**src/core/qcc_regs.svh**
```systemverilog
/*
  command codes, field positions, reset values and counts of the quad codec
  command port. assumes inclusion by bare name from the decoder and the slot store.
*/
`ifndef QCC_REGS_SVH
`define QCC_REGS_SVH
`define QCC_OP_DEACT 8'h00
`define QCC_OP_SWRST 8'h02
`define QCC_OP_HWRST 8'h04
`define QCC_OP_NOP 8'h06
`define QCC_OP_ACT 8'h0e
`define QCC_OP_TXS_WR 8'h40
`define QCC_OP_TXS_RD 8'h41
`define QCC_OP_RXS_WR 8'h42
`define QCC_OP_RXS_RD 8'h43
`define QCC_OP_CLK_WR 8'h44
`define QCC_OP_CLK_RD 8'h45
`define QCC_HWY_BIT 7
`define QCC_TAB_BIT 7
`define QCC_XE_BIT 6
`define QCC_RCS_MSB 5
`define QCC_RCS_LSB 3
`define QCC_TCS_MSB 2
`define QCC_TCS_LSB 0
`define QCC_CLK_RST 8'h00
`define QCC_SLOT_RST_BASE 8'h00
`define QCC_MIN_EDGES 5'h08
`define QCC_RST_EDGES 5'h10
`define QCC_FS_WAIT 2'h2
`define QCC_PIN_RST 4'h3
`endif

```
**src/core/qcc_pkg.sv**
```systemverilog
/*
  types shared by the command decoder and its slot store.
  assumes nothing beyond a SystemVerilog compiler.
*/
package qcc_pkg;
  typedef logic [7:0] qcc_byte_t;
  typedef enum logic [1:0] {
    st_cmd,
    st_wdata,
    st_rdata
  } qcc_state_t;
endpackage

```
**src/core/qcc_mem_if.sv**
```systemverilog
/*
  link between the command decoder and the slot store.
  assumes both ends run on sys_clk_i.
*/
`timescale 1ns/10ps
interface qcc_mem_if;
  logic clear;
  logic [3:0] wr_mask;
  logic wr_rx;
  qcc_pkg::qcc_byte_t wr_data;
  logic [1:0] rd_ch;
  logic rd_rx;
  qcc_pkg::qcc_byte_t rd_data;
  qcc_pkg::qcc_byte_t tx_slot [4];
  qcc_pkg::qcc_byte_t rx_slot [4];
  modport ctrl (
    output clear, wr_mask, wr_rx, wr_data, rd_ch, rd_rx,
    input rd_data, tx_slot, rx_slot
  );
  modport mem (
    input clear, wr_mask, wr_rx, wr_data, rd_ch, rd_rx,
    output rd_data, tx_slot, rx_slot
  );
endinterface

```
**src/core/qcc_mpi_top.sv**
```systemverilog
/*
  command decoder of a four-channel codec: serial byte port, channel
  activation, resets, time slots, highways and the global clock-slot byte.
  assumes serial clock, select, data and frame sync arrive asynchronously
  and are much slower than sys_clk_i; channel enables and signaling mode
  come from the configuration logic as plain levels.
*/
`timescale 1ns/10ps
`include "qcc_regs.svh"
module qcc_mpi_top #(
  parameter logic HAS_HIGHWAY_B = 1'b1
) (
  input wire logic sys_clk_i,
  input wire logic resetn_i,
  input wire logic serial_data_clock_i,
  input wire logic host_cs_n_i,
  input wire logic serial_data_io_i,
  output logic serial_data_io_o,
  output logic serial_data_io_oe_o,
  input wire logic frame_sync_i,
  input wire logic [3:0] chan_enable_i,
  input wire logic highway_signaling_mode_i,
  output logic [3:0] channel_active_flag_o,
  output logic [3:0] pcm_sample_valid_o,
  output logic [3:0] pcm_rx_enable_o,
  output logic [3:0] tx_hwy_a_drive_o,
  output logic [3:0] tx_hwy_b_drive_o,
  output logic [3:0] rx_highway_sel_o,
  output logic [27:0] tx_time_slot_o,
  output logic [27:0] rx_time_slot_o,
  output logic tx_edge_sel_o,
  output logic [2:0] tx_clock_slot_o,
  output logic [2:0] rx_clock_slot_o,
  output logic [3:0] chan_soft_reset_o,
  output logic hw_reset_o
);

  ////////////////////////////////////////////////////////////////////////
  // lowest enabled channel, used to pick the channel for slot reads
  function automatic logic [1:0] qcc_first_ch(input logic [3:0] en);
    logic [1:0] ch;
    ch = 2'h0;
    if (en[0]) begin
      ch = 2'h0;
    end else if (en[1]) begin
      ch = 2'h1;
    end else if (en[2]) begin
      ch = 2'h2;
    end else if (en[3]) begin
      ch = 2'h3;
    end
    return ch;
  endfunction

  qcc_mem_if mif ();

  qcc_slot_mem u_mem (
    .sys_clk_i(sys_clk_i),
    .resetn_i(resetn_i),
    .m(mif.mem)
  );

  ////////////////////////////////////////////////////////////////////////
  // pin synchronisers: bit0 clock, bit1 select, bit2 data, bit3 frame
  logic [3:0] pin_in;
  logic [3:0] s1_reg;
  logic [3:0] s2_reg;
  logic [3:0] s3_reg;
  logic [3:0] filt_reg;
  logic [3:0] prev_reg;

  assign pin_in = {frame_sync_i, serial_data_io_i, host_cs_n_i,
                   serial_data_clock_i};

  always_ff @(posedge sys_clk_i or negedge resetn_i) begin
    if (!resetn_i) begin
      s1_reg <= `QCC_PIN_RST;
      s2_reg <= `QCC_PIN_RST;
      s3_reg <= `QCC_PIN_RST;
      filt_reg <= `QCC_PIN_RST;
      prev_reg <= `QCC_PIN_RST;
    end else begin
      s1_reg <= pin_in;
      s2_reg <= s1_reg;
      s3_reg <= s2_reg;
      // a level counts only once two stages agree
      filt_reg <= ((s2_reg ~^ s3_reg) & s3_reg) |
                  ((s2_reg ^ s3_reg) & filt_reg);
      prev_reg <= filt_reg;
    end
  end

  logic serial_data_clock_rise;
  logic serial_data_clock_fall;
  logic cs_low;
  logic cs_fall;
  logic cs_rise;
  logic fs_rise;

  assign serial_data_clock_rise = filt_reg[0] & ~prev_reg[0];
  assign serial_data_clock_fall = ~filt_reg[0] & prev_reg[0];
  assign cs_low = ~filt_reg[1];
  assign cs_fall = prev_reg[1] & ~filt_reg[1];
  assign cs_rise = ~prev_reg[1] & filt_reg[1];
  assign fs_rise = filt_reg[3] & ~prev_reg[3];

  ////////////////////////////////////////////////////////////////////////
  // byte framing
  logic [4:0] edge_cnt_reg;
  qcc_pkg::qcc_byte_t in_sh_reg;
  logic byte_done;
  logic frame_reset;

  always_ff @(posedge sys_clk_i or negedge resetn_i) begin
    if (!resetn_i) begin
      edge_cnt_reg <= 5'h00;
    end else if (cs_fall) begin
      edge_cnt_reg <= 5'h00;
    end else if (cs_low && serial_data_clock_rise &&
                 edge_cnt_reg < `QCC_RST_EDGES) begin
      edge_cnt_reg <= edge_cnt_reg + 5'h01;
    end
  end

  always_ff @(posedge sys_clk_i or negedge resetn_i) begin
    if (!resetn_i) begin
      in_sh_reg <= 8'h00;
    end else if (cs_low && serial_data_clock_rise) begin
      in_sh_reg <= {in_sh_reg[6:0], filt_reg[2]};
    end
  end

  assign byte_done = cs_rise && edge_cnt_reg >= `QCC_MIN_EDGES &&
                     edge_cnt_reg < `QCC_RST_EDGES;
  assign frame_reset = cs_rise && edge_cnt_reg >= `QCC_RST_EDGES;

  ////////////////////////////////////////////////////////////////////////
  // command sequencing
  qcc_pkg::qcc_state_t state_reg;
  qcc_pkg::qcc_byte_t cmd_reg;
  qcc_pkg::qcc_byte_t clk_reg;
  logic [3:0] act_reg;
  logic hw_rst_reg;
  logic [3:0] sw_rst_reg;
  logic any_en;
  logic [3:0] act_set;
  logic [3:0] act_clr;
  logic hw_req;
  logic [3:0] sw_req;
  logic slot_wr;
  logic clk_wr;

  assign any_en = |chan_enable_i;

  always_comb begin
    act_set = 4'h0;
    act_clr = 4'h0;
    hw_req = frame_reset;
    sw_req = 4'h0;
    if (byte_done && state_reg == qcc_pkg::st_cmd) begin
      unique case (in_sh_reg)
        `QCC_OP_DEACT: act_clr = chan_enable_i;
        `QCC_OP_SWRST: sw_req = chan_enable_i;
        `QCC_OP_HWRST: hw_req = 1'b1;
        `QCC_OP_ACT: act_set = chan_enable_i;
        default: act_set = 4'h0;
      endcase
    end
  end

  assign slot_wr = byte_done && state_reg == qcc_pkg::st_wdata &&
                   (cmd_reg == `QCC_OP_TXS_WR ||
                    cmd_reg == `QCC_OP_RXS_WR);
  assign clk_wr = byte_done && state_reg == qcc_pkg::st_wdata &&
                  cmd_reg == `QCC_OP_CLK_WR && any_en;

  always_ff @(posedge sys_clk_i or negedge resetn_i) begin
    if (!resetn_i) begin
      state_reg <= qcc_pkg::st_cmd;
      cmd_reg <= `QCC_OP_NOP;
    end else if (hw_rst_reg) begin
      state_reg <= qcc_pkg::st_cmd;
      cmd_reg <= `QCC_OP_NOP;
    end else if (byte_done) begin
      unique case (state_reg)
        qcc_pkg::st_cmd: begin
          cmd_reg <= in_sh_reg;
          // unlisted codes fall through as no-ops
          if (in_sh_reg == `QCC_OP_TXS_WR ||
              in_sh_reg == `QCC_OP_RXS_WR ||
              in_sh_reg == `QCC_OP_CLK_WR) begin
            state_reg <= qcc_pkg::st_wdata;
          end else if (in_sh_reg == `QCC_OP_TXS_RD ||
                       in_sh_reg == `QCC_OP_RXS_RD ||
                       in_sh_reg == `QCC_OP_CLK_RD) begin
            state_reg <= qcc_pkg::st_rdata;
          end
        end
        qcc_pkg::st_wdata: state_reg <= qcc_pkg::st_cmd;
        qcc_pkg::st_rdata: state_reg <= qcc_pkg::st_cmd;
      endcase
    end
  end

  always_ff @(posedge sys_clk_i or negedge resetn_i) begin
    if (!resetn_i) begin
      hw_rst_reg <= 1'b0;
      sw_rst_reg <= 4'h0;
    end else begin
      hw_rst_reg <= hw_req;
      sw_rst_reg <= sw_req;
    end
  end

  always_ff @(posedge sys_clk_i or negedge resetn_i) begin
    if (!resetn_i) begin
      act_reg <= 4'h0;
    end else if (hw_rst_reg) begin
      act_reg <= 4'h0;
    end else begin
      act_reg <= (act_reg & ~act_clr & ~sw_req) | act_set;
    end
  end

  always_ff @(posedge sys_clk_i or negedge resetn_i) begin
    if (!resetn_i) begin
      clk_reg <= `QCC_CLK_RST;
    end else if (hw_rst_reg) begin
      clk_reg <= `QCC_CLK_RST;
    end else if (clk_wr) begin
      clk_reg <= in_sh_reg;
    end
  end

  ////////////////////////////////////////////////////////////////////////
  // slot store access
  // writes to every enabled, reads lowest
  assign mif.clear = hw_rst_reg;
  assign mif.wr_mask = slot_wr ? chan_enable_i : 4'h0;
  assign mif.wr_rx = cmd_reg[1];
  assign mif.wr_data = in_sh_reg;
  assign mif.rd_ch = qcc_first_ch(chan_enable_i);
  assign mif.rd_rx = cmd_reg[1];

  ////////////////////////////////////////////////////////////////////////
  // read-back shifter; data changes on falling serial clock
  qcc_pkg::qcc_byte_t out_sh_reg;
  qcc_pkg::qcc_byte_t rd_byte;
  logic oe_reg;

  always_comb begin
    if (!any_en) begin
      rd_byte = 8'h00;
    end else if (cmd_reg == `QCC_OP_CLK_RD) begin
      rd_byte = clk_reg;
    end else begin
      rd_byte = mif.rd_data;
    end
  end

  always_ff @(posedge sys_clk_i or negedge resetn_i) begin
    if (!resetn_i) begin
      out_sh_reg <= 8'h00;
      oe_reg <= 1'b0;
    end else if (state_reg != qcc_pkg::st_rdata || hw_rst_reg) begin
      out_sh_reg <= 8'h00;
      oe_reg <= 1'b0;
    end else if (cs_fall) begin
      out_sh_reg <= rd_byte;
      oe_reg <= 1'b1;
    end else if (cs_rise) begin
      oe_reg <= 1'b0;
    end else if (cs_low && serial_data_clock_fall) begin
      out_sh_reg <= {out_sh_reg[6:0], 1'b0};
    end
  end

  assign serial_data_io_o = out_sh_reg[7];
  assign serial_data_io_oe_o = oe_reg;

  ////////////////////////////////////////////////////////////////////////
  // per-channel PCM steering
  logic [1:0] fs_cnt_reg [4];
  logic [3:0] valid_reg;
  logic [3:0] rx_en_reg;
  logic [3:0] hwy_a_reg;
  logic [3:0] hwy_b_reg;
  logic [3:0] rx_sel_reg;
  logic port_b;

  assign port_b = HAS_HIGHWAY_B;

  genvar g;
  generate
    for (g = 0; g < 4; g++) begin : gen_ch
      logic drive;
      logic tsel;
      assign drive = act_reg[g] | highway_signaling_mode_i;
      assign tsel = mif.tx_slot[g][`QCC_HWY_BIT];

      always_ff @(posedge sys_clk_i or negedge resetn_i) begin
        if (!resetn_i) begin
          fs_cnt_reg[g] <= 2'h0;
        end else if (act_set[g] || !act_reg[g]) begin
          fs_cnt_reg[g] <= 2'h0;
        end else if (fs_rise && fs_cnt_reg[g] != `QCC_FS_WAIT) begin
          fs_cnt_reg[g] <= fs_cnt_reg[g] + 2'h1;
        end
      end

      always_ff @(posedge sys_clk_i or negedge resetn_i) begin
        if (!resetn_i) begin
          valid_reg[g] <= 1'b0;
          rx_en_reg[g] <= 1'b0;
          hwy_a_reg[g] <= 1'b0;
          hwy_b_reg[g] <= 1'b0;
          rx_sel_reg[g] <= 1'b0;
        end else begin
          valid_reg[g] <= act_reg[g] && fs_cnt_reg[g] == `QCC_FS_WAIT;
          rx_en_reg[g] <= drive;
          hwy_a_reg[g] <= drive & (clk_reg[`QCC_TAB_BIT] | ~tsel);
          hwy_b_reg[g] <= drive & port_b &
                          (clk_reg[`QCC_TAB_BIT] | tsel);
          rx_sel_reg[g] <= port_b & mif.rx_slot[g][`QCC_HWY_BIT];
        end
      end

      assign tx_time_slot_o[7*g +: 7] = mif.tx_slot[g][6:0];
      assign rx_time_slot_o[7*g +: 7] = mif.rx_slot[g][6:0];
    end
  endgenerate

  ////////////////////////////////////////////////////////////////////////
  assign channel_active_flag_o = act_reg;
  assign pcm_sample_valid_o = valid_reg;
  assign pcm_rx_enable_o = rx_en_reg;
  assign tx_hwy_a_drive_o = hwy_a_reg;
  assign tx_hwy_b_drive_o = hwy_b_reg;
  assign rx_highway_sel_o = rx_sel_reg;
  assign tx_edge_sel_o = clk_reg[`QCC_XE_BIT];
  assign rx_clock_slot_o = clk_reg[`QCC_RCS_MSB:`QCC_RCS_LSB];
  assign tx_clock_slot_o = clk_reg[`QCC_TCS_MSB:`QCC_TCS_LSB];
  assign chan_soft_reset_o = sw_rst_reg;
  assign hw_reset_o = hw_rst_reg;
endmodule

```
**src/core/qcc_slot_mem.sv**
```systemverilog
/*
  per-channel transmit and receive slot bytes with a registered read port.
  assumes a synchronous clear from the decoder for the hard reset code.
*/
`timescale 1ns/10ps
`include "qcc_regs.svh"
module qcc_slot_mem (
  input wire logic sys_clk_i,
  input wire logic resetn_i,
  qcc_mem_if.mem m
);
  qcc_pkg::qcc_byte_t tx_reg [4];
  qcc_pkg::qcc_byte_t rx_reg [4];

  ////////////////////////////////////////////////////////////////////////
  genvar g;
  generate
    for (g = 0; g < 4; g++) begin : gen_ch
      always_ff @(posedge sys_clk_i or negedge resetn_i) begin
        if (!resetn_i) begin
          tx_reg[g] <= 8'(`QCC_SLOT_RST_BASE + g);
          rx_reg[g] <= 8'(`QCC_SLOT_RST_BASE + g);
        end else if (m.clear) begin
          tx_reg[g] <= 8'(`QCC_SLOT_RST_BASE + g);
          rx_reg[g] <= 8'(`QCC_SLOT_RST_BASE + g);
        end else if (m.wr_mask[g]) begin
          if (m.wr_rx) begin
            rx_reg[g] <= m.wr_data;
          end else begin
            tx_reg[g] <= m.wr_data;
          end
        end
      end
      assign m.tx_slot[g] = tx_reg[g];
      assign m.rx_slot[g] = rx_reg[g];
    end
  endgenerate

  ////////////////////////////////////////////////////////////////////////
  always_ff @(posedge sys_clk_i or negedge resetn_i) begin
    if (!resetn_i) begin
      m.rd_data <= 8'h00;
    end else begin
      m.rd_data <= m.rd_rx ? rx_reg[m.rd_ch] : tx_reg[m.rd_ch];
    end
  end
endmodule

```
**config.mk**
```make
export PLATFORM = sky130hd
export DESIGN_NAME = qcc_mpi_top
export DESIGN_NICKNAME = d
export VERILOG_FILES = /design/src/core/qcc_pkg.sv /design/src/core/qcc_mem_if.sv /design/src/core/qcc_mpi_top.sv /design/src/core/qcc_slot_mem.sv
export VERILOG_INCLUDE_DIRS = /design/src /design/src/core
export SDC_FILE = /design/constraint.sdc
export NUM_CORES = 1
export LEC_CHECK = 0
export BUFFER_PORTS_ARGS = -buffer_cell sky130_fd_sc_hd__buf_2
export CORE_ASPECT_RATIO = 0.5
export CORE_MARGIN = 2
export CORE_UTILIZATION = 30
export DETAILED_ROUTE_END_ITERATION = 6
export GPL_TIMING_DRIVEN = 0
export RECOVER_POWER = 100
export SLEW_MARGIN = 0
export SYNTH_ARGS = -nofsm -noshare
export SYNTH_HDL_FRONTEND = slang
export SYNTH_SLANG_ARGS = --single-unit
```
**constraint.sdc**
```tcl
create_clock -name sys_clk_i -period 3.1 [get_ports sys_clk_i]
set_input_delay 0.62 -clock sys_clk_i [delete_from_list [all_inputs] [get_ports sys_clk_i]]
set_output_delay 0.62 -clock sys_clk_i [all_outputs]
set_load 0.03 [all_outputs]
```
## Word-level counts from Yosys, hierarchy flattened

Cells that the tools add are included.

| storage, ports and cells | value |
|---|---|
| register bits | 169 |
| input port bits | 11 |
| logic and storage cells | 260 |

| operators by class | value |
|---|---|
| $add $sub $neg | 5 |
| $lt $le $gt $ge | 4 |
| eq/ne operators | 27 |
| multiplexer cells | 68 |
| bitwise operators | 45 |
| reductions and logical operators | 63 |

Operators by type and width:

| kind | count |
|---|---|
| $mux W8 | 34 |
| $eq A8 B7 Y1 const B | 10 |
| $bmux W8 S2 | 2 |
| $mux W2 | 16 |
| $mux W4 | 8 |
| $reduce_bool A2 Y1 | 13 |
| $reduce_and A2 Y1 | 11 |
| $logic_and A1 B1 Y1 | 19 |
| $and A4 B4 Y4 | 4 |
| $and A1 B1 Y1 | 13 |
| $or A1 B1 Y1 | 12 |
| $eq A2 B2 Y1 const B | 5 |
| $logic_or A1 B1 Y1 | 10 |
| $mux W5 | 2 |
| $ne A2 B2 Y1 const B | 5 |
| $not A1 Y1 | 9 |
| $add A2 B1 Y2 const B | 4 |
| $eq A8 B2 Y1 const B | 1 |
| $eq A8 B3 Y1 const B | 1 |
| $eq A8 B4 Y1 const B | 1 |
| $logic_not A8 Y1 | 1 |
| $not A4 Y4 | 2 |
| $or A4 B4 Y4 | 2 |
| $reduce_bool A3 Y1 | 2 |
| 18 further kinds | 25 |

## Longest topological paths before layout

Gate-level depths: netlist of the first run.

| logic depth | value |
|---|---|
| depth in word-level cells | 11 |
| depth in mapped cells | 7 |
| mapped depth without buffers | 6 |

## Hierarchy

Synthesis of the first run repeated with hierarchy kept, for this count alone.

| unflattened totals | value |
|---|---|
| cell total of the unflattened synthesis | 687 |
| area, all modules | 7603.5 um2 |

Modules (own cells, without submodules):

| module | instances | cells an instance | area an instance (um2) |
|---|---|---|---|
| qcc_mpi_top | 1 | 363 | 4204.0 |
| qcc_slot_mem | 1 | 324 | 3399.5 |

## Worst setup path after synthesis of the first run

Ideal clock, no wire load.

| timing path | value |
|---|---|
| path kind | input -> register |
| start point | input port chan_enable_i[0] |
| end point | register u_mem.m.rd_data[4] |
| library setup time | 0.134 ns |
| data arrival time | 1.786 ns |
| required time | 2.966 ns |
| setup slack | 1.179 ns |
| stages on the path | 7 |
| path through | buf_2 or3b_2 buf_2 buf_6 o22a_1 o2111ai_1 o31ai_1 |

| between the ends | value |
|---|---|
| word-level cells in the longest chain between the ends | 6 |
| elaborated cells between the ends (all ways) | 9 |
| those cells by class | mux: 8; bitwise: 1 |

RTL lines:

| element | line | RTL |
|---|---|---|
| start, declared | qcc_mpi_top.sv:21 | `input wire logic [3:0] chan_enable_i,` |
| $mux W2 * | qcc_mpi_top.sv:43 | `if (en[0]) begin` |
| $not A2 Y3 (not written as such) * | qcc_slot_mem.sv:44 | `m.rd_data <= m.rd_rx ? rx_reg[m.rd_ch] : tx_reg[m.rd_ch];` |
| $bmux W8 S2 | qcc_slot_mem.sv:44 |  |
| $mux W8 (not written as such) (2 in a row) | qcc_slot_mem.sv:44 |  |
| $mux W8 * | qcc_slot_mem.sv:44 |  |
| end signal, assigned | qcc_slot_mem.sv:44 |  |
| end, declared | qcc_mem_if.sv:22 | `output rd_data, tx_slot, rx_slot` |

Mark *: on every way between the ends. The rest lies on a longest branch, timed or not. The select of a mux whose other input is x is not followed.
A chain may end at the register's enable or synchronous reset.

## Worst setup path in the final report of the first run

| timing path | value |
|---|---|
| start point | register filt_reg[1] |
| end point | register u_mem.tx_reg (netlist bit u_mem.m.tx_slot[4]) |

| between the ends | value |
|---|---|
| word-level cells in the longest chain between the ends | 8 |

RTL lines:

| element | line | RTL |
|---|---|---|
| start, declared | qcc_mpi_top.sv:69 | `logic [3:0] filt_reg;` |
| start signal, assigned | qcc_mpi_top.sv:80 | `` filt_reg <= `QCC_PIN_RST; `` |
| start signal, assigned | qcc_mpi_top.sv:87 | `filt_reg <= ((s2_reg ~^ s3_reg) & s3_reg) \|` |
| $and A1 B1 Y1 | qcc_mpi_top.sv:104 | `assign cs_rise = ~prev_reg[1] & filt_reg[1];` |
| $logic_and A1 B1 Y1 (no line) (2 in a row) | -- |  |
| $logic_and A1 B1 Y1 (2 in a row) | qcc_mpi_top.sv:171 | `assign slot_wr = byte_done && state_reg == qcc_pkg::st_wdata &&` |
| $mux W4 | qcc_mpi_top.sv:239 | `assign mif.wr_mask = slot_wr ? chan_enable_i : 4'h0;` |
| $reduce_bool A2 Y1 (no line) | -- |  |
| $reduce_and A2 Y1 (no line) | -- |  |
| end signal, assigned by index | qcc_slot_mem.sv:21 | `` tx_reg[g] <= 8'(`QCC_SLOT_RST_BASE + g); `` |
| end signal, assigned by index | qcc_slot_mem.sv:24 | `` tx_reg[g] <= 8'(`QCC_SLOT_RST_BASE + g); `` |
| end signal, assigned by index | qcc_slot_mem.sv:30 | `tx_reg[g] <= m.wr_data;` |
| end, declared | qcc_slot_mem.sv:12 | `qcc_pkg::qcc_byte_t tx_reg [4];` |

Every way passes these cells.

==> summary.txt, run 1 <==
Setup path
  • Setup crit end kind: flip-flop
  • CP cell instances: ha_1 > and3b_1 > buf_4 > nand4_1 > mux2i_1 > nor2_1
  • CP bufs+invs: 1
  • R2R setup slack: 650 ps
  • Worst R2R Path Depth: 6
  • Setup CP Type: flip-flop to flip-flop
  • Crit path max-delay family: simple AND/OR/NAND/NOR gates
  • CP arrival: 2750 ps
  • CP max stage cell: dfstp_1
  • Critical Path Source Type: flip-flop
  • Number of cells on the critical path: 6
  • Critical path fanouts, max: 10
  • Worst path required time: 3400 ps
  • Slowest Stage Delay on Critical Path: 680 ps

Timing
  • Worst slew pin tran: 2320 ps
  • Peak Freq: 408 MHz
  • Final hold slack: 276 ps
  • Final Cycle Share: 79.1%
  • Slew Limit Fails: 91
  • Final Critical Period: 2450 ps
  • Clock Skew: 10.5 ps
  • Slew margin rel.: -54.7%
  • # setup viols final: 0
  • Fin Setup TNS: 0 ps
  • Setup ws final: 649 ps
  • RSZ-0062 raised after global routing: no
  • Hold Fails Final Rpt: 0

Finish
  • Antenna cells: 0
  • Filler cells: 2731
  • Fraction of layout cells with a size suffix above 1: 16.4%
  • Fin nets: 886
  • Most frequent cells in the layout: dfrtp_1 (148), clkbuf_1 (127), nor2_1 (96), mux2i_1 (80), buf_4 (64)
  • Most common cell after layout, fill and taps aside: dfrtp_1
  • Area grow syn2layout: 16.9%
  • Finished Cell Area: 9400 um^2

Clocking
  • CTS tree: yes
  • # clock sinks: 168
  • CTS buffer count: 17
  • Post-CTS resize count: 0
  • Worst skew pair latency: 440 ps
  • CTS root buf: clkbuf_16
  • # Post-CTS Setup Buffers: 0
  • # hold bufs at CTS: 0
  • CTS clk-pin slew, worst paths: 70 ps
  • # H-tree levels: 4
  • CTS Buffer Depth: 2

Floorplanning
  • Io pins: 105
  • Initial Utilization: 30.5%
  • Die width: 235 um
  • Total core area: 26400 um^2
  • Row cnt: 42
  • Chip height: 120 um
  • Die area: 28200 um^2

Yosys
  • Synth Register Bits: 168
  • Top_reg_cell synth: dfrtp_1
  • Synthesized instance count: 736
  • Sequential share of the synthesized area: 52.6%
  • Net Count, Synth: 763
  • Synth warn: 0
  • Mean Syn Cell Area: 10.9 um^2
  • Post-synth EDFFs: 0
  • Synth async-reset ratio: 100%
  • Synth unique cells: 55
  • Mapped cell area: 8040 um^2

Hold path
  • Hold depth: 1
  • Hold Crit Class: input pin to flip-flop

Global routing
  • Vias in the first global route: 5835
  • First-pass GRT wire length: 33500 um
  • All-Layer GR Usage: 15.5%
  • Initial antenna violation count: 0
  • Largest net degree at the start of global routing: 92
  • GR Overflow Total: 0

Pwr
  • Power Dens Cells: 534 nW/um^2
  • Cell-internal power: 3540 uW
  • Clock network fraction of total power: 40.2%
  • LEAKAGE: 0.00472 uW
  • Flop pwr share: 47.3%
  • Peak VDD IR: 340 uV
  • Comb pwr share: 12.5%
  • NetSw: 1480 uW
  • Switching share of power: 29.5%

Route
  • WL per Instance: 17.4 um
  • Routed WL: 21300 um
  • Detailed Route Iter0 Violations: 405
  • Number of iterations in the first detailed-routing pass: 4
  • Via count: 5787
  • Antenna viol nets, final: 0
  • Via density: 4.73
  • DRC viols: 0

Run
  • Max-Cap Viols: 1

Place
  • I/O Buffers: 103
  • HPWL Detailed: 15400 um
  • Routability cong.: 0.812
  • Worst slack at placement: 722 ps
  • DP Area: 9030 um^2

Status
  • Failing checks: max-capacitance violations, max-slew violations
  • Status: finished with violations
[layout make-up]
class | instances | area (um^2) | share of cell area [%]
tap | 352 | 440 | 4.69
buffer | 103 | 642 | 6.83
inverter | 18 | 67.6 | 0.719
multi-input combinational | 447 | 3040 | 32.3
timing repair buffer | 104 | 425 | 4.53
sequential | 168 | 4230 | 45.0
clock inverter | 13 | 110 | 1.17
clock buffer | 19 | 443 | 4.71
[logic make-up after synthesis]
| kind of cell | Yosys count | share of synthesized area, % |
|---|---|---|
| and+or+nand+nor | 235 | 16.2 |
| DFF | 168 | 52.6 |
| buffers and inverters | 121 | 8.84 |
| AOI/OAI and AO/OA | 104 | 8.38 |
| muxes | 86 | 10.8 |
| adders and majority gates | 16 | 2.49 |
| xor gates and xnor gates | 6 | 0.654 |
[Yosys cell counts, types with 3 or more instances]
master,instances,area (um^2)
a211o_1,9,78.8
a21o_1,4,30.0
a21oi_1,28,140
and2_1,4,25.0
and3b_1,5,43.8
buf_2,7,35.0
buf_4,64,480
clkbuf_1,29,109
dfrtp_1,148,3700
dfstp_2,20,526
ha_1,16,200
inv_1,18,67.6
mux2_2,6,67.6
mux2i_1,80,801
nand2_1,25,93.8
nand2b_1,34,213
nand3_1,6,30.0
nand4_1,4,25.0
nand4_2,9,113
nor2_1,96,360
nor2b_1,9,56.3
nor3b_1,8,60.1
o2111ai_1,7,61.3
o21ai_0,15,75.1
o21ai_1,5,25.0
o22a_1,7,61.3
o22ai_1,15,93.8
o31ai_1,7,52.6
or3_1,13,81.3
or4b_1,3,30.0
xnor2_1,5,43.8
[layer usage]
metal | GRT usage (%) | share of wire, % | vias to the layer above
met2 | 25.9 | 49 | 123
met5 | 0 | 0 | -
met4 | 5.18 | 1.5 | 0
met3 | 2.99 | 4.3 | 24
li1 | - | - | 2732
met1 | 20.3 | 45 | 2908
[power by group through the flow]
| stage | clock (uW) | combinational (uW) | sequential (uW) |
|---|---|---|---|
| 6_report | 2020 | 627 | 2370 |
| 4_1_cts | 2050 | 636 | 2370 |
| 2_1_floorplan | 0 | 372 | 2400 |
| 3_3_place_gp | 0 | 617 | 2410 |
| 3_5_place_dp | 0 | 633 | 2410 |
| 5_1_grt | 2140 | 697 | 2390 |
[path summary, 6_finish.rpt]
kind,to,from
min,s1_reg[0],serial_data_clock_i
max,u_mem.m.tx_slot[4],filt_reg[1]
max in group asynchronous,clk_reg[0],resetn_i
min reg2reg,s2_reg[3],s1_reg[3]
max reg2reg,u_mem.m.tx_slot[4],filt_reg[1]
min in group asynchronous,u_mem.m.rx_slot[13],resetn_i
[metrics by stage]
step | std cells | utilization [%] | total power (uW)
2_1_floorplan | 736 | - | 2780
3_3_place_gp | 1191 | 34.1 | 3030
3_5_place_dp | 1192 | 34.2 | 3050
4_1_cts | 1224 | 36.3 | 5060
5_1_grt | 1224 | 35.6 | 5220
6_report | 1224 | 35.6 | 5020
Power figures use the tool's default switching activity.
==> run 2, diff against run 1 <==
- ABC_AREA: unset -> 1
- clock period: 3.1 -> 2 ns (I/O delays scaled with it)
==> summary.txt, run 2 <==
Timing
  • RSZ-0062 raised after global routing: yes
  • Clock Skew: 7.58 ps (-2.93 ps)
  • Slew Limit Fails: 0 (-100%)
  • Worst slew pin tran: 1150 ps (-1170 ps)
  • Peak Freq: 521 MHz (+28%)
  • Final Cycle Share: 96.0% (+17 points)
  • Final Critical Period: 1920 ps (-530 ps)
  • Hold Fails Final Rpt: 0 (unchanged)
  • Slew margin rel.: 22.8% (+77 points)
  • # setup viols final: 0 (unchanged)

Floorplanning
  • Die width: 240 um (+1.9%)
  • Row cnt: 43 (+2.4%)
  • Initial Utilization: 30.3% (-0.13 points)
  • Io pins: 105 (unchanged)
  • Die area: 29300 um^2 (+3.9%)
  • Total core area: 27500 um^2 (+4.4%)
  • Chip height: 122 um (+1.9%)

Route
  • WL per Instance: 14.8 um (-15%)
  • Detailed Route Iter0 Violations: 712 (+76%)
  • Number of iterations in the first detailed-routing pass: 5 (+1)
  • DRC viols: 0 (unchanged)
  • Via density: 4.56 (-3.7%)
  • Antenna viol nets, final: 0 (unchanged)
  • Routed WL: 23100 um (+8.0%)
  • Via count: 7088 (+22%)

Finish
  • Most common cell after layout, fill and taps aside: nand2_1
  • Filler cells: 2917 (+6.8%)
  • Area grow syn2layout: 20.0%
  • Most frequent cells in the layout: nand2_1 (312), nand3_1 (162), dfrtp_1 (148), inv_1 (131), buf_2 (94)
  • Fin nets: 1187 (+34%)
  • Fraction of layout cells with a size suffix above 1: 21.4% (+5.0 points)
  • Util after Layout: 36.4% (+0.79 points)

Yosys
  • Synth Register Bits: 168 (unchanged)
  • Synth async-reset ratio: 100% (unchanged)
  • Most common cell in the synthesized netlist: nand2_1
  • Net Count, Synth: 1059 (+39%)
  • Post-synth EDFFs: 0 (unchanged)
  • Mean Syn Cell Area: 8.10 um^2 (-26%)
  • Most area-consuming cells after synthesis: dfrtp_1 (44%), nand2_1 (14%), nand3_1 (9.8%)
  • Yosys top cell by area: dfrtp_1
  • Synthesized instance count: 1032 (+40%)
  • Mapped cell area: 8360 um^2 (+4.0%)
  • Post-synth top area share: 44.3% (-1.8 points)
  • Sequential share of the synthesized area: 50.6% (-2.0 points)
  • Synth unique cells: 31 (-44%)
  • Post-synth top cells: nand2_1 (312), nand3_1 (163), dfrtp_1 (148), inv_1 (131), buf_4 (63)
  • Top_reg_cell synth: dfrtp_1
  • Synth warn: 0 (unchanged)

Clocking
  • CTS root buf: clkbuf_16
  • CTS buffer count: 17 (unchanged)
  • # H-tree levels: 4 (unchanged)
  • CTS Buffer Depth: 2 (unchanged)
  • # clock sinks: 168 (unchanged)
  • Worst skew pair latency: 440 ps (about the same)
  • CTS clk-pin slew, worst paths: 70 ps (about the same)
  • CTS tree: yes

Global routing
  • First-pass GRT wire length: 35900 um (+7.2%)
  • All-Layer GR Usage: 16.2% (+0.70 points)
  • GR Overflow Total: 0 (unchanged)
  • Initial antenna violation count: 0 (unchanged)
  • Vias in the first global route: 6698 (+15%)
  • Largest net degree at the start of global routing: 117 (+27%)

Setup path
  • CP max stage cell: nor2_1
  • CP arrival: 2270 ps (-480 ps)
  • CP cell instances: buf_2 > nor2_1 > inv_1 > o21ai_0
  • Worst R2R Path Depth: 4 (-2)
  • RR Endpoint: clk_reg[3]
  • Setup crit end kind: flip-flop
  • Critical path fanouts, max: 9 (-1)
  • Worst path required time: 2350 ps (-1050 ps)
  • Crit. Startpoint: hw_reset_o
  • CP Capture Point: clk_reg[3]
  • Setup CP Type: flip-flop to flip-flop
  • Critical Path Source Type: flip-flop
  • Reg2Reg Launch Point: hw_reset_o
  • Slowest Stage Delay on Critical Path: 890 ps (+210 ps)
  • R2R setup slack: 80 ps (-570 ps)

Pwr
  • Cell-internal power: 5720 uW (+62%)
  • LEAKAGE: 0.00538 uW (+14%)
  • NetSw: 2540 uW (+72%)
  • Peak VDD IR: 695 uV (+100%)
  • Clock network fraction of total power: 41.6% (+1.4 points)
  • Comb pwr share: 14.2% (+1.7 points)
  • Power Dens Cells: 824 nW/um^2 (+54%)
  • Switching share of power: 30.8% (+1.3 points)
  • Overall power: 8260 uW (+65%)
  • Flop pwr share: 44.2% (-3.1 points)

Hold path
  • Min-delay src: serial_data_clock_i
  • Hold depth: 1 (unchanged)
  • Hold Crit Class: input pin to flip-flop

Run
  • Max-Cap Viols: 0 (-1)

Status
  • Status: finished, final reports clean

Place
  • Routability cong.: 0.875 (+7.8%)
  • I/O Buffers: 104 (+0.97%)
  • HPWL Detailed: 16900 um (+10%)
-- run 2: cell count changes after synthesis, moves of 12 or more --
cell      previous run  this run
nand2_1             25       312
nand2_2              1        13
or3_1               13         0
nand3_1              6       163
inv_1               18       131
o22ai_1             15         0
nand2b_1            34         0
mux2i_1             80         0
nor2_1              96        39
buf_2                7        19
clkbuf_1            29         6
-- run 2: cell families after synthesis --
| logic type | after synthesis | share of synthesized area (%) |
|---|---|---|
| xor gates and xnor gates | 4 | 0.419 |
| AOI/OAI and AO/OA | 61 | 3.97 |
| adders and majority gates | 16 | 2.40 |
| and+or+nand+nor | 554 | 28.8 |
| buffers and inverters | 229 | 13.9 |
| DFF | 168 | 50.6 |
-- run 2: final cells by class --
cell class,instances,area (um^2),area share [%]
Sequential cell,168,4230,42.2
Antenna cell,1,2.50,0.0250
Tap cell,382,478,4.77
Multi-Input combinational cell,635,3010,30.0
Buffer,93,647,6.45
Clock buffer,19,453,4.52
Timing Repair Buffer,109,539,5.38
Clock inverter,13,160,1.60
Inverter,136,510,5.09
-- run 2: metrics by stage --
step | setup slack (ps) | instance area [um^2] | setup TNS, ps | std cells | hold slack (ps)
after global routing | -24.5 | 10000 | -159 | 1555 | 33.3
after detailed placement | -52.3 | 9390 | -151 | 1519 | 336
after floorplan | 399 | 8360 | 0 | 1032 | 104
after CTS | 21.3 | 10000 | 0 | 1552 | 34.9
final | 79.2 | 10000 | 0 | 1556 | 53.7
after global placement | -2030 | 9350 | -318910 | 1518 | 339
-- run 2: worst min path at each step --
stage / endpoint / slack (ps)
final: s1_reg[0] / 50
after CTS: s1_reg[0] / 30
after global routing: s1_reg[0] / 30
after global placement: s2_reg[2] / 340
after detailed placement: s2_reg[2] / 340
after floorplan: chan_soft_reset_o[0] / 100
-- run 2: routing by layer --
layer,up-vias,share of wire [%],track usage [%]
li1,3431,-,-
met1,3475,46,21.6
met2,155,49,26.6
met3,27,3.8,3.22
met4,0,1.5,5.12
met5,-,0,0
-- run 2: power groups by stage --
stage          Clock [uW]  Combinational, uW  Sequential [uW]
6_report             3440               1180             3650
5_1_grt              3660               1300             3670
4_1_cts              3490               1180             3650
3_5_place_dp            0               1160             3710
3_3_place_gp            0               1130             3710
2_1_floorplan           0                629             3700
-- run 2: timing repair --
action,in CTS,in global routing
setup buffers,0,3
endpoints found under the hold margin,47,0
pin swaps,0,2
setup endpoints to repair,11,86
resized for setup,3,10
hold buffers,1,0
-- run 2: worst max-delay path: cells and delay by family, from the launching register on --
kind	cells	cell delay, ps
buffers and inverters	2	340
AO/OA/AOI/OAI	1	230
flip-flops	1	380
AND/OR/NAND/NOR	1	890
==> run 3, diff against run 2 <==
- ABC_CLOCK_PERIOD_IN_PS: unset -> 2000
- CORE_UTILIZATION: 30 -> 40
- SETUP_SLACK_MARGIN: unset -> 0.4
==> summary.txt, run 3 (same netlist as run 2, synthesis figures left out) <==
Status
  • Status: finished, final reports clean

Finish
  • Fin nets: 1230 (+3.6%)
  • Area grow syn2layout: 30.2%
  • Most frequent cells in the layout: nand2_1 (288), dfrtp_1 (148), inv_1 (130), nand3_1 (129), clkbuf_1 (98)
  • Filler cells: 2000 (-31%)
  • Util after Layout: 53.1% (+17 points)
  • Fraction of layout cells with a size suffix above 1: 24.0% (+2.6 points)
  • Most common cell after layout, fill and taps aside: nand2_1
  • Antenna cells: 0 (-1)
  • Fin cells: 1487 (-4.4%)

Floorplanning
  • Total core area: 20500 um^2 (-26%)
  • Row cnt: 37 (-14%)
  • Io pins: 105 (unchanged)
  • Die area: 22100 um^2 (-24%)
  • Initial Utilization: 40.7% (+10 points)
  • Chip height: 106 um (-13%)
  • Die width: 208 um (-13%)

Timing
  • Slew Limit Fails: 0 (unchanged)
  • # setup viols final: 0 (unchanged)
  • RSZ-0062 raised after global routing: yes
  • Slew margin rel.: 49.3% (+27 points)
  • Final Critical Period: 1800 ps (-125 ps)
  • Final hold slack: 53.5 ps (-0.136 ps)
  • Worst slew pin tran: 759 ps (-396 ps)
  • Fin Setup TNS: 0 ps (unchanged)
  • Clock Skew: 7.41 ps (-0.168 ps)
  • Final Cycle Share: 89.8% (-6.2 points)
  • Peak Freq: 557 MHz (+7.0%)
  • Hold Fails Final Rpt: 0 (unchanged)

Route
  • Via count: 7361 (+3.9%)
  • WL per Instance: 16.2 um (+9.6%)
  • DRC viols: 0 (unchanged)
  • Detailed Route Iter0 Violations: 460 (-35%)
  • Number of iterations in the first detailed-routing pass: 5 (unchanged)
  • Routed WL: 24100 um (+4.7%)
  • Antenna viol nets, final: 0 (unchanged)
  • Via density: 4.95 (+8.7%)

Place
  • HPWL Detailed: 16200 um (-4.5%)
  • Placed cells: 1410 (-7.2%)
  • I/O Buffers: 104 (unchanged)
  • Routability cong.: 0.842 (-3.8%)

Clocking
  • CTS root buf: clkbuf_16
  • CTS tree: yes
  • # H-tree levels: 4 (unchanged)
  • Worst skew pair latency: 440 ps (about the same)
  • # clock sinks: 168 (unchanged)
  • CTS Buffer Depth: 2 (unchanged)
  • CTS buffer count: 17 (unchanged)
  • CTS clk-pin slew, worst paths: 60 ps (about the same)

Pwr
  • Power Dens Cells: 781 nW/um^2 (-5.2%)
  • Comb pwr share: 16.8% (+2.6 points)
  • Overall power: 8500 uW (+2.9%)
  • Clock network fraction of total power: 40.2% (-1.4 points)
  • LEAKAGE: 0.00544 uW (+1.0%)
  • NetSw: 2560 uW (+0.62%)
  • Peak VDD IR: 479 uV (-31%)
  • Cell-internal power: 5940 uW (+3.9%)
  • Switching share of power: 30.1% (-0.67 points)
  • Flop pwr share: 43.0% (-1.2 points)

Setup path
  • Critical path fanouts, max: 6 (-3)
  • Worst R2R Path Depth: 9 (+5)
  • Critical Path Source Type: flip-flop
  • CP arrival: 2120 ps (-150 ps)
  • Setup CP Type: flip-flop to flip-flop
  • Worst path required time: 2330 ps (-20 ps)
  • Setup crit end kind: flip-flop

Global routing
  • GR Overflow Total: 0 (unchanged)
  • All-Layer GR Usage: 22.5% (+6.3 points)
  • Initial antenna violation count: 0 (unchanged)
  • First-pass GRT wire length: 38000 um (+5.8%)
  • Largest net degree at the start of global routing: 121 (+3.4%)
  • Vias in the first global route: 7119 (+6.3%)

Hold path
  • Hold depth: 1 (unchanged)
  • Hold Crit Class: input pin to flip-flop

Run
  • Max-Cap Viols: 0 (unchanged)
## run 3: layout make-up
cell class,count,area [um^2],share of cell area [%]
plain buffers,93,721,6.62
clock buffers,20,437,4.01
clock inverters,10,154,1.41
inverters,136,518,4.76
multi-input cells,637,3560,32.7
flip-flops and latches,168,4230,38.9
well taps,273,342,3.14
repair buffers,150,922,8.48
## run 3: worst paths after layout
kind	from	to	slack (ps)
worst max register to register	filt_reg[1]	clk_reg[4]	200
worst max-delay path	filt_reg[1]	clk_reg[4]	200
max in group asynchronous	resetn_i	edge_cnt_reg[3]	600
worst min-delay path	serial_data_clock_i	s1_reg[0]	50
min in group asynchronous	resetn_i	u_mem.m.rx_slot[14]	450
worst min register to register	s1_reg[2]	s2_reg[2]	360
## run 3: timing repair
| action | in CTS | in global routing |
|---|---|---|
| setup endpoints to repair | 117 | 124 |
| resized for setup | 162 | 66 |
| hold endpoints to repair | 43 | 0 |
| hold buffers | 1 | 0 |
| cloned | 6 | 2 |
| pin swaps | 57 | 37 |
| setup buffers | 31 | 7 |
## run 3: stage by stage
step | worst slack [ps] | area (um^2)
after floorplan | 399 | 8360
after global placement | -2160 | 9220
after detailed placement | -190 | 9260
after CTS | 269 | 10900
after global routing | 111 | 10900
final | 204 | 10900
## run 3: power groups by stage
stage | combinational, uW | sequential (uW) | clock, uW
after global placement | 1150 | 3710 | 0
after global routing | 1530 | 3670 | 3610
after detailed placement | 1170 | 3720 | 0
after CTS | 1330 | 3660 | 3470
final | 1430 | 3660 | 3410
after floorplan | 629 | 3700 | 0
## run 3: critical path, stage by stage, from the launching register on
cell and delay [ps]:
dfstp_1 590, ha_4 180, nand3_4 80, nor2_4 120
buf_12 140, buf_6 100, nand3_4 90, clkbuf_1 230
nand3_2 90, o21ai_1 70
## run 3: per-layer routing
metal  track usage, %  wire (um)  share of wire, %  up-vias
met5                0          0                 0        -
met4             7.19        343               1.4        0
met3             4.40       1540               6.4       20
li1                 -          -                 -     3515
met2             34.4      11000                46      236
met1             32.1      11300                47     3590
